File: config.mk
export PLATFORM = sky130hd
export DESIGN_NAME = isp_host
export DESIGN_NICKNAME = d
export VERILOG_FILES = /design/src/logic/isp_pkg.sv /design/src/logic/isp_host.sv /design/src/logic/isp_sync.sv /design/src/logic/isp_timer.sv
export SDC_FILE = /design/constraint.sdc
export NUM_CORES = 1
export LEC_CHECK = 0
export ABC_AREA = 1
export BUFFER_PORTS_ARGS = -buffer_cell sky130_fd_sc_hd__buf_2
export CAP_MARGIN = 20
export CORE_ASPECT_RATIO = 1.2
export CORE_MARGIN = 4
export CORE_UTILIZATION = 58
export DETAILED_ROUTE_END_ITERATION = 10
export PLACE_DENSITY = 0.8
export SYNTH_ARGS = -nofsm -noshare
export SYNTH_HDL_FRONTEND = slang
export SYNTH_SLANG_ARGS = --single-unit
File: constraint.sdc
create_clock -name clk_sys -period 2.2 [get_ports clk_sys]
set_input_delay 0.33 -clock clk_sys [delete_from_list [all_inputs] [get_ports clk_sys]]
set_output_delay 0.33 -clock clk_sys [all_outputs]
set_load 0.01 [all_outputs]
File: src/logic/isp_pkg.sv
package isp_pkg;
  // ---------------------------------------------------------------
  // Link timing
  // ---------------------------------------------------------------
  localparam int unsigned CLK_HZ          = 100_000_000;
  localparam int unsigned SCK_HALF_CYC    = 40;
  localparam int unsigned RST_PULSE_CYC   = 200;
  localparam int unsigned POWERUP_MS      = 20;
  localparam int unsigned FLASH_WAIT_US   = 4500;
  localparam int unsigned FUSE_WAIT_US    = 4500;
  localparam int unsigned EEPROM_WAIT_US  = 9000;
  localparam int unsigned ERASE_WAIT_US   = 9000;
  localparam int unsigned POWERUP_CYC     = POWERUP_MS * (CLK_HZ / 1000);
  localparam int unsigned FLASH_WAIT_CYC  = FLASH_WAIT_US * (CLK_HZ / 1_000_000);
  localparam int unsigned FUSE_WAIT_CYC   = FUSE_WAIT_US * (CLK_HZ / 1_000_000);
  localparam int unsigned EEPROM_WAIT_CYC = EEPROM_WAIT_US * (CLK_HZ / 1_000_000);
  localparam int unsigned ERASE_WAIT_CYC  = ERASE_WAIT_US * (CLK_HZ / 1_000_000);
  // ---------------------------------------------------------------
  // Opcodes
  // ---------------------------------------------------------------
  localparam logic [7:0] OP_ENABLE    = 8'hac;
  localparam logic [7:0] SUB_ENABLE   = 8'h53;
  localparam logic [7:0] SUB_ERASE    = 8'h80;
  localparam logic [7:0] SUB_LOCK     = 8'he0;
  localparam logic [7:0] SUB_FUSE_LO  = 8'ha0;
  localparam logic [7:0] SUB_FUSE_HI  = 8'ha8;
  localparam logic [7:0] OP_POLL      = 8'hf0;
  localparam logic [7:0] OP_LOAD_LO   = 8'h40;
  localparam logic [7:0] OP_LOAD_HI   = 8'h48;
  localparam logic [7:0] OP_WR_PAGE   = 8'h4c;
  localparam logic [7:0] OP_RD_LO     = 8'h20;
  localparam logic [7:0] OP_RD_HI     = 8'h28;
  localparam logic [7:0] OP_RD_EE     = 8'ha0;
  localparam logic [7:0] OP_WR_EE     = 8'hc0;
  localparam int unsigned BUSY_BIT    = 0;
  // ---------------------------------------------------------------
  // Commands from user
  // ---------------------------------------------------------------
  typedef enum logic [3:0] {
    ISP_CMD_ENABLE, ISP_CMD_ERASE, ISP_CMD_POLL, ISP_CMD_LOAD_LO, ISP_CMD_LOAD_HI,
    ISP_CMD_WR_PAGE, ISP_CMD_RD_LO, ISP_CMD_RD_HI, ISP_CMD_RD_EE, ISP_CMD_WR_EE,
    ISP_CMD_WR_LOCK, ISP_CMD_WR_FUSE_LO, ISP_CMD_WR_FUSE_HI, ISP_CMD_END
  } isp_cmd_e;
endpackage : isp_pkg

File: src/logic/isp_host.sv
`timescale 1ns/1ps
`default_nettype none
// Behaviour
// Enable instruction is sent first after reset low; others except end refused until enabled.
// Data-in changes on falling clock so device samples it on rising edge.
// Data-out is captured on the rising edge of the serial clock.
// Each clock phase lasts 40 system cycles, far beyond three device cycles.
// Clock is held low, then reset pulsed high for 200 cycles.
// At least 20 ms passes after reset low before the enable instruction.
// The byte returned during byte three of enable must equal 53.
// All four enable bytes always sent; wrong echo pulses reset and returns an error, and the user must send enable again.
// Chip erase sends AC 80 00 00.
// Page load sends 40 or 48 with word index in low six bits.
// High byte load refused unless the low byte of that word was just loaded.
// Page write sends 4C with page number in the upper seven bits.
// After page write the host always waits 4.5 ms, with no polling.
// EEPROM writes need no prior erase; host sends them directly.
// EEPROM write sends C0 address data, then waits 9.0 ms.
// Polled flash reads return FF until the page write finishes.
// FF page data cannot be polled; fixed wait is always used here.
// Polled EEPROM reads return FF until the byte is written.
// Reads 20, 28, A0 return data in the fourth byte.
// Poll F0 returns busy in bit zero; user retries until clear.
// Lock and fuse writes send AC E0, A0 or A8 with data in byte four.
// Host waits 4.5 ms after fuse or lock writes, 9.0 ms after erase.
// End command drives reset high, leaving programming mode.
// Four bytes per instruction, most significant bit first.
module isp_host #(
  parameter int unsigned POWERUP_CYC     = isp_pkg::POWERUP_CYC,
  parameter int unsigned FLASH_WAIT_CYC  = isp_pkg::FLASH_WAIT_CYC,
  parameter int unsigned FUSE_WAIT_CYC   = isp_pkg::FUSE_WAIT_CYC,
  parameter int unsigned EEPROM_WAIT_CYC = isp_pkg::EEPROM_WAIT_CYC,
  parameter int unsigned ERASE_WAIT_CYC  = isp_pkg::ERASE_WAIT_CYC
) (
  input  wire logic       clk_sys,
  input  wire logic       nrst,
  input  wire logic       cmd_valid,
  input  wire logic [3:0] cmd_op,
  input  wire logic [15:0] cmd_addr,
  input  wire logic [7:0] cmd_data,
  output logic            cmd_ready,
  output logic            rsp_valid,
  output logic [7:0]      rsp_data,
  output logic            rsp_err,
  output logic            prog_enabled,
  output logic            isp_sck,
  output logic            isp_mosi,
  output logic            isp_reset,
  input  wire logic       isp_miso
);
  // ---------------------------------------------------------------
  // Types and state
  // ---------------------------------------------------------------
  typedef enum logic [3:0] {
    ISP_ST_PWR, ISP_ST_RSTHI, ISP_ST_WAIT, ISP_ST_IDLE, ISP_ST_LOW,
    ISP_ST_HIGH, ISP_ST_DONE, ISP_ST_HOLD, ISP_ST_OFF
  } isp_state_e;

  isp_state_e  st_q;
  logic [31:0] cnt_q;
  logic [1:0]  byte_q;
  logic [2:0]  bit_q;
  logic [31:0] tx_q;
  logic [7:0]  rx_q;
  logic [7:0]  echo_q;
  logic [3:0]  op_q;
  logic [31:0] hold_q;
  logic        miso_s;
  logic        timer_load;
  logic        timer_done;
  logic [31:0] timer_count;
  logic [5:0]  lo_word_q;
  logic        lo_vld_q;

  isp_sync u_sync (
    .clk_sys (clk_sys),
    .nrst    (nrst),
    .din     (isp_miso),
    .dout    (miso_s)
  );

  isp_timer u_timer (
    .clk_sys (clk_sys),
    .nrst    (nrst),
    .load    (timer_load),
    .count   (timer_count),
    .done    (timer_done)
  );

  // ---------------------------------------------------------------
  // Instruction encoding
  // ---------------------------------------------------------------
  function automatic logic [31:0] isp_frame(input logic [3:0] op, input logic [15:0] a,
                                            input logic [7:0] d);
    logic [31:0] f;
    f = 32'h0;
    case (isp_pkg::isp_cmd_e'(op))
      isp_pkg::ISP_CMD_ENABLE:     f = {isp_pkg::OP_ENABLE, isp_pkg::SUB_ENABLE, 16'h0};
      isp_pkg::ISP_CMD_ERASE:      f = {isp_pkg::OP_ENABLE, isp_pkg::SUB_ERASE, 16'h0};
      isp_pkg::ISP_CMD_POLL:       f = {isp_pkg::OP_POLL, 24'h0};
      isp_pkg::ISP_CMD_LOAD_LO:    f = {isp_pkg::OP_LOAD_LO, 10'h0, a[5:0], d};
      isp_pkg::ISP_CMD_LOAD_HI:    f = {isp_pkg::OP_LOAD_HI, 10'h0, a[5:0], d};
      isp_pkg::ISP_CMD_WR_PAGE:    f = {isp_pkg::OP_WR_PAGE, 3'h0, a[12:6], 6'h0, 8'h0};
      isp_pkg::ISP_CMD_RD_LO:      f = {isp_pkg::OP_RD_LO, a, 8'h0};
      isp_pkg::ISP_CMD_RD_HI:      f = {isp_pkg::OP_RD_HI, a, 8'h0};
      isp_pkg::ISP_CMD_RD_EE:      f = {isp_pkg::OP_RD_EE, a, 8'h0};
      isp_pkg::ISP_CMD_WR_EE:      f = {isp_pkg::OP_WR_EE, a, d};
      isp_pkg::ISP_CMD_WR_LOCK:    f = {isp_pkg::OP_ENABLE, isp_pkg::SUB_LOCK, 8'h0, d};
      isp_pkg::ISP_CMD_WR_FUSE_LO: f = {isp_pkg::OP_ENABLE, isp_pkg::SUB_FUSE_LO, 8'h0, d};
      isp_pkg::ISP_CMD_WR_FUSE_HI: f = {isp_pkg::OP_ENABLE, isp_pkg::SUB_FUSE_HI, 8'h0, d};
      default:                     f = 32'h0;
    endcase
    return f;
  endfunction : isp_frame

  // Fixed waits are always used, since polling cannot see an FF result
  function automatic logic [31:0] isp_wait(input logic [3:0] op);
    logic [31:0] w;
    w = 32'h1;
    case (isp_pkg::isp_cmd_e'(op))
      isp_pkg::ISP_CMD_ERASE:      w = ERASE_WAIT_CYC;
      isp_pkg::ISP_CMD_WR_PAGE:    w = FLASH_WAIT_CYC;
      isp_pkg::ISP_CMD_WR_EE:      w = EEPROM_WAIT_CYC;
      isp_pkg::ISP_CMD_WR_LOCK,
      isp_pkg::ISP_CMD_WR_FUSE_LO,
      isp_pkg::ISP_CMD_WR_FUSE_HI: w = FUSE_WAIT_CYC;
      default:                     w = 32'h1;
    endcase
    return w;
  endfunction : isp_wait

  wire logic is_enable = (op_q == 4'(isp_pkg::ISP_CMD_ENABLE));
  wire logic accept    = (st_q == ISP_ST_IDLE) && cmd_valid;
  wire logic hi_ok     = (cmd_op != 4'(isp_pkg::ISP_CMD_LOAD_HI))
                         || (lo_vld_q && (cmd_addr[5:0] == lo_word_q));
  wire logic cmd_ok    = (prog_enabled && hi_ok) || (cmd_op == 4'(isp_pkg::ISP_CMD_ENABLE))
                         || (cmd_op == 4'(isp_pkg::ISP_CMD_END));
  wire logic last_bit  = (byte_q == 2'd3) && (bit_q == 3'd7);
  wire logic echo_bad  = (echo_q != isp_pkg::SUB_ENABLE);

  assign timer_load  = (st_q == ISP_ST_DONE);
  assign timer_count = isp_wait(op_q);

  // ---------------------------------------------------------------
  // Word pairing, a high byte only follows the low byte of its word
  // ---------------------------------------------------------------
  always_ff @(posedge clk_sys) begin
    if (!nrst) begin
      lo_word_q <= 6'h00;
      lo_vld_q  <= 1'b0;
    end else if (accept && cmd_ok) begin
      // Any other accepted command breaks the pair, so a stale low byte is never reused
      lo_vld_q  <= (cmd_op == 4'(isp_pkg::ISP_CMD_LOAD_LO));
      lo_word_q <= cmd_addr[5:0];
    end
  end

  // ---------------------------------------------------------------
  // Sequencer
  // ---------------------------------------------------------------
  always_ff @(posedge clk_sys) begin
    if (!nrst) begin
      st_q   <= ISP_ST_PWR;
      cnt_q  <= 32'h0;
      byte_q <= 2'd0;
      bit_q  <= 3'd0;
      tx_q   <= 32'h0;
      op_q   <= 4'h0;
    end else begin
      case (st_q)
        ISP_ST_PWR: begin
          // Clock already low, so a reset pulse guards against a glitched start
          cnt_q <= 32'(isp_pkg::RST_PULSE_CYC);
          st_q  <= ISP_ST_RSTHI;
        end
        ISP_ST_RSTHI: begin
          if (cnt_q == 32'h1) begin
            cnt_q <= POWERUP_CYC;
            st_q  <= ISP_ST_WAIT;
          end else begin
            cnt_q <= cnt_q - 32'h1;
          end
        end
        ISP_ST_WAIT: begin
          if (cnt_q <= 32'h1) begin
            st_q <= ISP_ST_IDLE;
          end else begin
            cnt_q <= cnt_q - 32'h1;
          end
        end
        ISP_ST_IDLE: begin
          if (accept && cmd_ok) begin
            op_q   <= cmd_op;
            tx_q   <= isp_frame(cmd_op, cmd_addr, cmd_data);
            byte_q <= 2'd0;
            bit_q  <= 3'd0;
            cnt_q  <= 32'(isp_pkg::SCK_HALF_CYC);
            if (cmd_op == 4'(isp_pkg::ISP_CMD_END)) begin
              st_q <= ISP_ST_OFF;
            end else begin
              st_q <= ISP_ST_LOW;
            end
          end
        end
        ISP_ST_LOW: begin
          if (cnt_q == 32'h1) begin
            cnt_q <= 32'(isp_pkg::SCK_HALF_CYC);
            st_q  <= ISP_ST_HIGH;
          end else begin
            cnt_q <= cnt_q - 32'h1;
          end
        end
        ISP_ST_HIGH: begin
          if (cnt_q == 32'h1) begin
            cnt_q <= 32'(isp_pkg::SCK_HALF_CYC);
            tx_q  <= {tx_q[30:0], 1'b0};
            bit_q <= bit_q + 3'd1;
            if (bit_q == 3'd7) begin
              byte_q <= byte_q + 2'd1;
            end
            st_q <= last_bit ? ISP_ST_DONE : ISP_ST_LOW;
          end else begin
            cnt_q <= cnt_q - 32'h1;
          end
        end
        ISP_ST_DONE: begin
          st_q <= ISP_ST_HOLD;
        end
        ISP_ST_HOLD: begin
          if (timer_done) begin
            if (is_enable && echo_bad) begin
              cnt_q <= 32'(isp_pkg::RST_PULSE_CYC);
              st_q  <= ISP_ST_RSTHI;
            end else begin
              st_q <= ISP_ST_IDLE;
            end
          end
        end
        ISP_ST_OFF: begin
          st_q <= ISP_ST_OFF;
        end
        default: begin
          st_q <= ISP_ST_PWR;
        end
      endcase
    end
  end

  // ---------------------------------------------------------------
  // Receive shifter, sampled at the rising clock
  // ---------------------------------------------------------------
  always_ff @(posedge clk_sys) begin
    if (!nrst) begin
      rx_q   <= 8'h0;
      echo_q <= 8'h0;
    end else if (st_q == ISP_ST_HIGH && cnt_q == 32'(isp_pkg::SCK_HALF_CYC)) begin
      // Synchroniser delay is covered by the long low phase before this sample
      rx_q <= {rx_q[6:0], miso_s};
      if (byte_q == 2'd2 && bit_q == 3'd7) begin
        echo_q <= {rx_q[6:0], miso_s};
      end
    end
  end

  // ---------------------------------------------------------------
  // Pins and responses
  // ---------------------------------------------------------------
  always_ff @(posedge clk_sys) begin
    if (!nrst) begin
      isp_sck   <= 1'b0;
      isp_mosi  <= 1'b0;
      isp_reset <= 1'b0;
    end else begin
      isp_sck   <= (st_q == ISP_ST_HIGH);
      isp_mosi  <= tx_q[31];
      isp_reset <= (st_q == ISP_ST_RSTHI) || (st_q == ISP_ST_OFF);
    end
  end

  always_ff @(posedge clk_sys) begin
    if (!nrst) begin
      prog_enabled <= 1'b0;
      rsp_valid    <= 1'b0;
      rsp_data     <= 8'h0;
      rsp_err      <= 1'b0;
      cmd_ready    <= 1'b0;
    end else begin
      cmd_ready <= (st_q == ISP_ST_IDLE) && !cmd_valid;
      rsp_valid <= 1'b0;
      if (accept && !cmd_ok) begin
        rsp_valid <= 1'b1;
        rsp_err   <= 1'b1;
        rsp_data  <= 8'h0;
      end else if (st_q == ISP_ST_HOLD && timer_done) begin
        rsp_valid <= 1'b1;
        rsp_data  <= rx_q;
        rsp_err   <= is_enable && echo_bad;
        if (is_enable && !echo_bad) begin
          prog_enabled <= 1'b1;
        end
      end
      if (st_q == ISP_ST_RSTHI || st_q == ISP_ST_OFF) begin
        prog_enabled <= 1'b0;
      end
    end
  end
endmodule : isp_host
`default_nettype wire

File: src/logic/isp_sync.sv
`timescale 1ns/1ps
`default_nettype none
module isp_sync (
  input  wire logic clk_sys,
  input  wire logic nrst,
  input  wire logic din,
  output logic      dout
);
  logic meta_q;
  always_ff @(posedge clk_sys) begin
    if (!nrst) begin
      meta_q <= 1'b0;
      dout   <= 1'b0;
    end else begin
      meta_q <= din;
      dout   <= meta_q;
    end
  end
endmodule : isp_sync
`default_nettype wire

File: src/logic/isp_timer.sv
`timescale 1ns/1ps
`default_nettype none
module isp_timer (
  input  wire logic        clk_sys,
  input  wire logic        nrst,
  input  wire logic        load,
  input  wire logic [31:0] count,
  output logic             done
);
  // ---------------------------------------------------------------
  // Down counter, done is a level while expired
  // ---------------------------------------------------------------
  logic [31:0] cnt_q;
  always_ff @(posedge clk_sys) begin
    if (!nrst) begin
      cnt_q <= 32'h0;
    end else if (load) begin
      cnt_q <= count;
    end else if (cnt_q != 32'h0) begin
      cnt_q <= cnt_q - 32'h1;
    end
  end
  assign done = (cnt_q == 32'h0) && !load;
endmodule : isp_timer
`default_nettype wire

# After elaboration in Yosys (flattened, before gate mapping)
# Index checks and enable logic that the tools add are counted.
# classes
n_bitwise	2
n_reduce_logical	42
order_cmp	1
n_div	0
n_shift	0
n_addsub	4
eq_ne	44
mux	35
n_mul	0
# op_table
operator	n
$pmux W32 S13	1
$mux W32	10
$pmux W32 S6	1
$pmux W32 S2	1
$sub A32 B1 Y32 const B	2
$eq A4 B4 Y1 const B	11
$pmux W20 S2	1
$eq A4 B3 Y1 const B	9
$pmux W4 S9	1
$eq A32 B1 Y1 const B	1
$eq A32 B6 Y1 const B	1
$le A32 B1 Y1 const B	1
$logic_not A32 Y1	1
$reduce_bool A32 Y1	1
$mux W4	7
$eq A4 B2 Y1 const B	4
$ne A2 B2 Y1 const B	8
$logic_and A1 B1 Y1	13
$eq A4 B1 Y1 const B	3
$logic_not A4 Y1	3
$mux W2	5
$ne A8 B7 Y1 const B	1
$reduce_or A2 Y1	4
$eq A6 B6 Y1	1
21 further kinds	37
# totals
out_inout_bits	15
word_cells	149
regBits	149
mem_bits_rw	0
latchBits	0
rom_bits	0
memories	0

# Depth between registers and ports, before layout
# depth
depth_word	10
depth_mapped	17
mapped_depth_nobuf	16

# Cells and area by module
# From an unflattened synthesis, not the netlist that was laid out.
# unflattened
hier_cells	1436
area_unflattened_um2	8899.8
# by_module_without_submodules
module	area_each_um2	seq_area_each_um2	n_inst	cells_per_inst
isp_host	6542.5	2302.2	1	1019
isp_timer	2302.2	640.6	1	411
isp_sync	55.1	40.0	1	6

# Least setup slack after synthesis
# Ideal clock, no wire load.
# synth_path
path_kind	reg-to-reg
from	register u_timer.cnt_q[0]
to	register cnt_q[3]
t_arrival_ps	1656
period_less_slack_ps	1769
t_required_ps	2087
slack_ps	431
n_path_buf	1
stages_incl_launch_ff	13
setup_ps	113
cell_sequence	dfxtp_1 > inv_1 > ha_1 > nand2_1 > nor2_4 > nand3_2 > nor2_4 > inv_2 > nand2_4 > nand3_4 > buf_6 > nor2_1 > nor2_1
# synth_between
elab_chain_cells	4
# synth_lines
item	line	rtl
start, declared	isp_timer.sv:13	logic [31:0] cnt_q;
start signal, assigned	isp_timer.sv:18	cnt_q <= count;
start signal, assigned	isp_timer.sv:20	cnt_q <= cnt_q - 32'h1;
$logic_not A32 Y1	isp_timer.sv:23	assign done = (cnt_q == 32'h0) && !load;
$logic_and A1 B1 Y1	isp_timer.sv:23	
$ne A2 B2 Y1 (no source line)	n/a	
$reduce_and A5 Y1 (no source line)	n/a	
end signal, assigned	isp_host.sv:215	cnt_q <= 32'(isp_pkg::SCK_HALF_CYC);
end signal, assigned	isp_host.sv:223	cnt_q <= cnt_q - 32'h1;
end signal, assigned	isp_host.sv:232	cnt_q <= 32'(isp_pkg::RST_PULSE_CYC);
end, declared	isp_host.sv:60	logic [31:0] cnt_q;
# No other way between the ends.
# A chain may end at the register's enable or synchronous reset.

# Worst setup path after layout
# layout_path
from	register cnt_q[24]
to	register tx_q[31]
# layout_between
elab_chain_cells	3
# layout_lines
item	line	rtl
start signal, assigned	isp_host.sv:173	cnt_q <= 32'(isp_pkg::RST_PULSE_CYC);
start signal, assigned	isp_host.sv:181	cnt_q <= cnt_q - 32'h1;
start signal, assigned	isp_host.sv:188	cnt_q <= cnt_q - 32'h1;
$eq A32 B1 Y1	isp_host.sv:214	if (cnt_q == 32'h1) begin
$ne A2 B2 Y1 (no source line)	n/a	
$reduce_and A3 Y1 (no source line)	n/a	
end signal, assigned	isp_host.sv:194	tx_q <= isp_frame(cmd_op, cmd_addr, cmd_data);
end signal, assigned	isp_host.sv:216	tx_q <= {tx_q[30:0], 1'b0};
end, declared	isp_host.sv:63	logic [31:0] tx_q;
# No other way between the ends.

==> key figures <==
Run status
  • Status: completed

Power and ir drop
  • Cell area power density: about 1500 nW/um2
  • Peak supply drop: between 500 and 600 uV
  • P_leak: 4.79 nW

Synth
  • Synthesis Warnings: 0
  • Most numerous cell in the Yosys netlist: nand2_1
  • Post-synth top area share: between 30% and 40%
  • FFs w/ async S/R, synth: 0%
  • Ranking of synthesized cells by area: dfxtp_1, nand2_1, nor2_1, inv_1, a21oi_1
  • #FFs+latches synth: around 150
  • Prevailing post-synth register cell: dfxtp_1
  • Sequential-to-total area share from yosys stat: 35.6%
  • Synth Cell Area: 8390 um2
  • Synth cell types: between 40 and 50
  • Post-Syn Area per Cell: between 6 and 7 um2
  • EDFF count, synth: 0
  • Largest area contributor in the netlist: dfxtp_1
  • Synth top cells by count: nand2_1, nor2_1, dfxtp_1
  • Mapped Cells: 1336
  • Syn Nets: between 1k and 1.5k

Global route
  • Pin count of the biggest net entering global routing: 94
  • First-pass GRT wire length: 35100 um
  • Initial antenna violation count: 0
  • Vias in the first global route: roughly 8k
  • Gr usage total: roughly a quarter
  • GRT Residual Overflow: 0

Floorplanning
  • Top Ports: between 40 and 50
  • Die area: about 16000 um2
  • Core Area: between 10000 and 15000 um2
  • Die W: approximately 120 um
  • Placement Rows: between 40 and 50
  • DIE HEIGHT: around 140 um
  • Initial Util: roughly three fifths

Layout
  • Share of layout cells above drive strength 1: between 10% and 20%
  • N_diodes: 0
  • Nets: roughly 1.4k
  • P&R area growth vs syn: 13.9%
  • Layout fillers: between 1k and 1.5k
  • Post-layout instance area: 9560 um2

Critical path
  • Crit path largest cell delay: about 0.36 ns
  • CP arrival: between 2 and 2.5 ns
  • Family with the most delay on the worst path: simple AND/OR/NAND/NOR gates
  • Critical Path RT: 2.51 ns
  • Register-to-register setup slack: 0.17 ns
  • Worst path bufs/invs: 2
  • Worst-path cell chain: nor2_1, nand2_1, nor2_1, nand2_1, inv_4, nand2_2, o21ai_4, nand2_1, buf_4, o21ai_1, nor2_1
  • Crit end category: flip-flop
  • CP Launch Type: flip-flop
  • CP Class: reg -> reg
  • Critical Path Fanout Max: 18
  • Critical-path top delay cell: dfxtp_1

Clocking
  • Clock Path Buffers: 2
  • Clock tree sinks: between 100 and 150
  • CTS Hold Bufs: 0
  • Root Buffer: clkbuf_16
  • TritonCTS buffer count: 17
  • Clock insertion delay at the later pin of the skew report: between 0.4 and 0.5 ns
  • CTS tree: yes
  • Htree depth: 4
  • Reg clk slew, reported paths: ~0.060 ns

Timing
  • # setup viols final: 0
  • Final setup TNS: 0 ns
  • Fmax: slightly below 500 MHz
  • Hold Vio Cnt, Final: 0
  • Rel. slew slack: 68.7%
  • Slew @ Worst Pin: 0.466 ns
  • Skew final: 0.0104 ns
  • Final Max Tran Viols: 0
  • Tcrit/Tclk final: 92.4%
  • Tmin final: slightly above 2 ns

Detailed routing
  • Routed Antenna Nets: 0
  • Final WL: roughly 20000 um
  • Drt first-iter violations: just under 600
  • Via/cell ratio: ~5.3
  • Via count: between 8k and 9k
  • Drt drc: 0
  • First-pass DRT Iterations: 5
  • Routed WL per cell: between 10 and 15 um

Placed design
  • Hpwl dp: ~14000 um
  • PortBufs: 46
  • Placement Cell Area: approximately 8900 um2
  • Global placer's final weighted congestion: slightly above 0.9

Min path
  • Hold Crit Class: in -> reg

Job
  • Max_cap viols: 0
-- per-stage QoR --
| stage | total power [mW] | worst slack [ns] | utilization, % | std cells | hold WS (ns) |
|---|---|---|---|---|---|
| 3_5_place_dp | 11.2 | 0.113 | 63.4 | 1541 | 0.415 |
| 4_1_cts | 14.2 | 0.0813 | 67.6 | 1571 | 0.0706 |
| 6_report | 14.4 | 0.167 | 68.3 | 1577 | 0.0828 |
| 5_1_grt | 15.7 | -0.00998 | 68.3 | 1577 | 0.0864 |
| 2_1_floorplan | 9.65 | 0.431 | - | 1336 | 0.390 |
| 3_3_place_gp | 11.1 | 0.160 | 63.4 | 1541 | 0.417 |
-- cells in the final DEF (no fill, tap or decap), drive strengths merged, types with 2 or more instances in the layout --
cell type	Yosys	routed
a211oi	7	7
a21boi	3	3
a21oi	74	74
a31oi	4	4
buf	24	84
bufinv	0	2
clkbuf	21	20
clkinv	1	5
dfxtp	149	149
ha	7	7
inv	176	181
nand2	348	348
nand3	50	50
nand3b	2	2
nand4	43	43
nor2	261	261
nor3	21	21
nor4	8	8
o211ai	2	2
o21ai	85	85
o22ai	3	3
or2	4	4
xnor2	5	5
xor2	32	32
-- power by group --
group	total [mW]	internal, mW	leakage [nW]	switching (mW)
Combinational	7.50	2.73	3.29	4.77
Clock	2.89	1.71	0.287	1.18
Sequential	3.96	3.37	1.21	0.588
Total	14.4	7.82	4.79	6.53
-- cell type report --
type                            instances  area [um2]  share of cell area [%]
Timing Repair Buffer                   85         572                    5.98
Sequential cell                       149        2980                    31.2
Clock inverter                         11         141                    1.48
Multi-Input combinational cell        965        4540                    47.5
Inverter                              177         667                    6.98
Tap cell                              171         214                    2.24
Clock buffer                           19         443                    4.63
-- flip-flops by register name (all words and copies together) (netlist names), 2 cells and up --
name	flops
bit_q	3
byte_q	2
cnt_q	32
echo_q	8
lo_word_q	6
op_q	4
rsp_data	8
rx_q	8
st_q	4
tx_q	32
u_timer.cnt_q	32
-- timing repair --
action | in CTS | in global routing
buffers inserted | 0 | 5
endpoints found under the setup margin | 0 | 72
gates resized for setup | 0 | 14
-- per-layer routing --
layer / GRT usage [%] / up-vias / wire length (um) / share of wire (%)
met5: 0 / - / 0 / 0
met4: 10.4 / 0 / 593 / 2.9
met3: 5.32 / 64 / 1050 / 5.1
met2: 44.9 / 251 / 10100 / 49
met1: 29.5 / 3724 / 8720 / 43
li1: - / 4336 / - / -
-- cell families after synthesis --
kind of cell	synth area share (%)
flip-flops	35.6
XOR/XNOR	3.86
buffers and inverters	10.7
AO/OA/AOI/OAI	11.6
adder cells (fa/ha/maj)	1.04
AND/OR/NAND/NOR	37.2
-- worst reg2reg max path: cells and delay by family (launching register included) --
| family | cells | cell delay [ns] |
|---|---|---|
| buffers and inverters | 2 | 0.32 |
| DFF | 1 | 0.36 |
| AOI/OAI and AO/OA | 2 | 0.44 |
| and+or+nand+nor | 7 | 0.81 |
-- final timing paths --
| path | from | endpoint | cells after the start |
|---|---|---|---|
| max reg2reg | cnt_q[24]$_SDFFE_PN0P_ | tx_q[31]$_SDFFE_PN0P_ | 11 |
| max | cnt_q[24]$_SDFFE_PN0P_ | tx_q[31]$_SDFFE_PN0P_ | 11 |
| min | cmd_valid | cmd_ready$_SDFF_PN0_ | 2 |
| min reg2reg | tx_q[31]$_SDFFE_PN0P_ | isp_mosi$_SDFF_PN0_ | 2 |
Power figures use the tool's default switching activity.
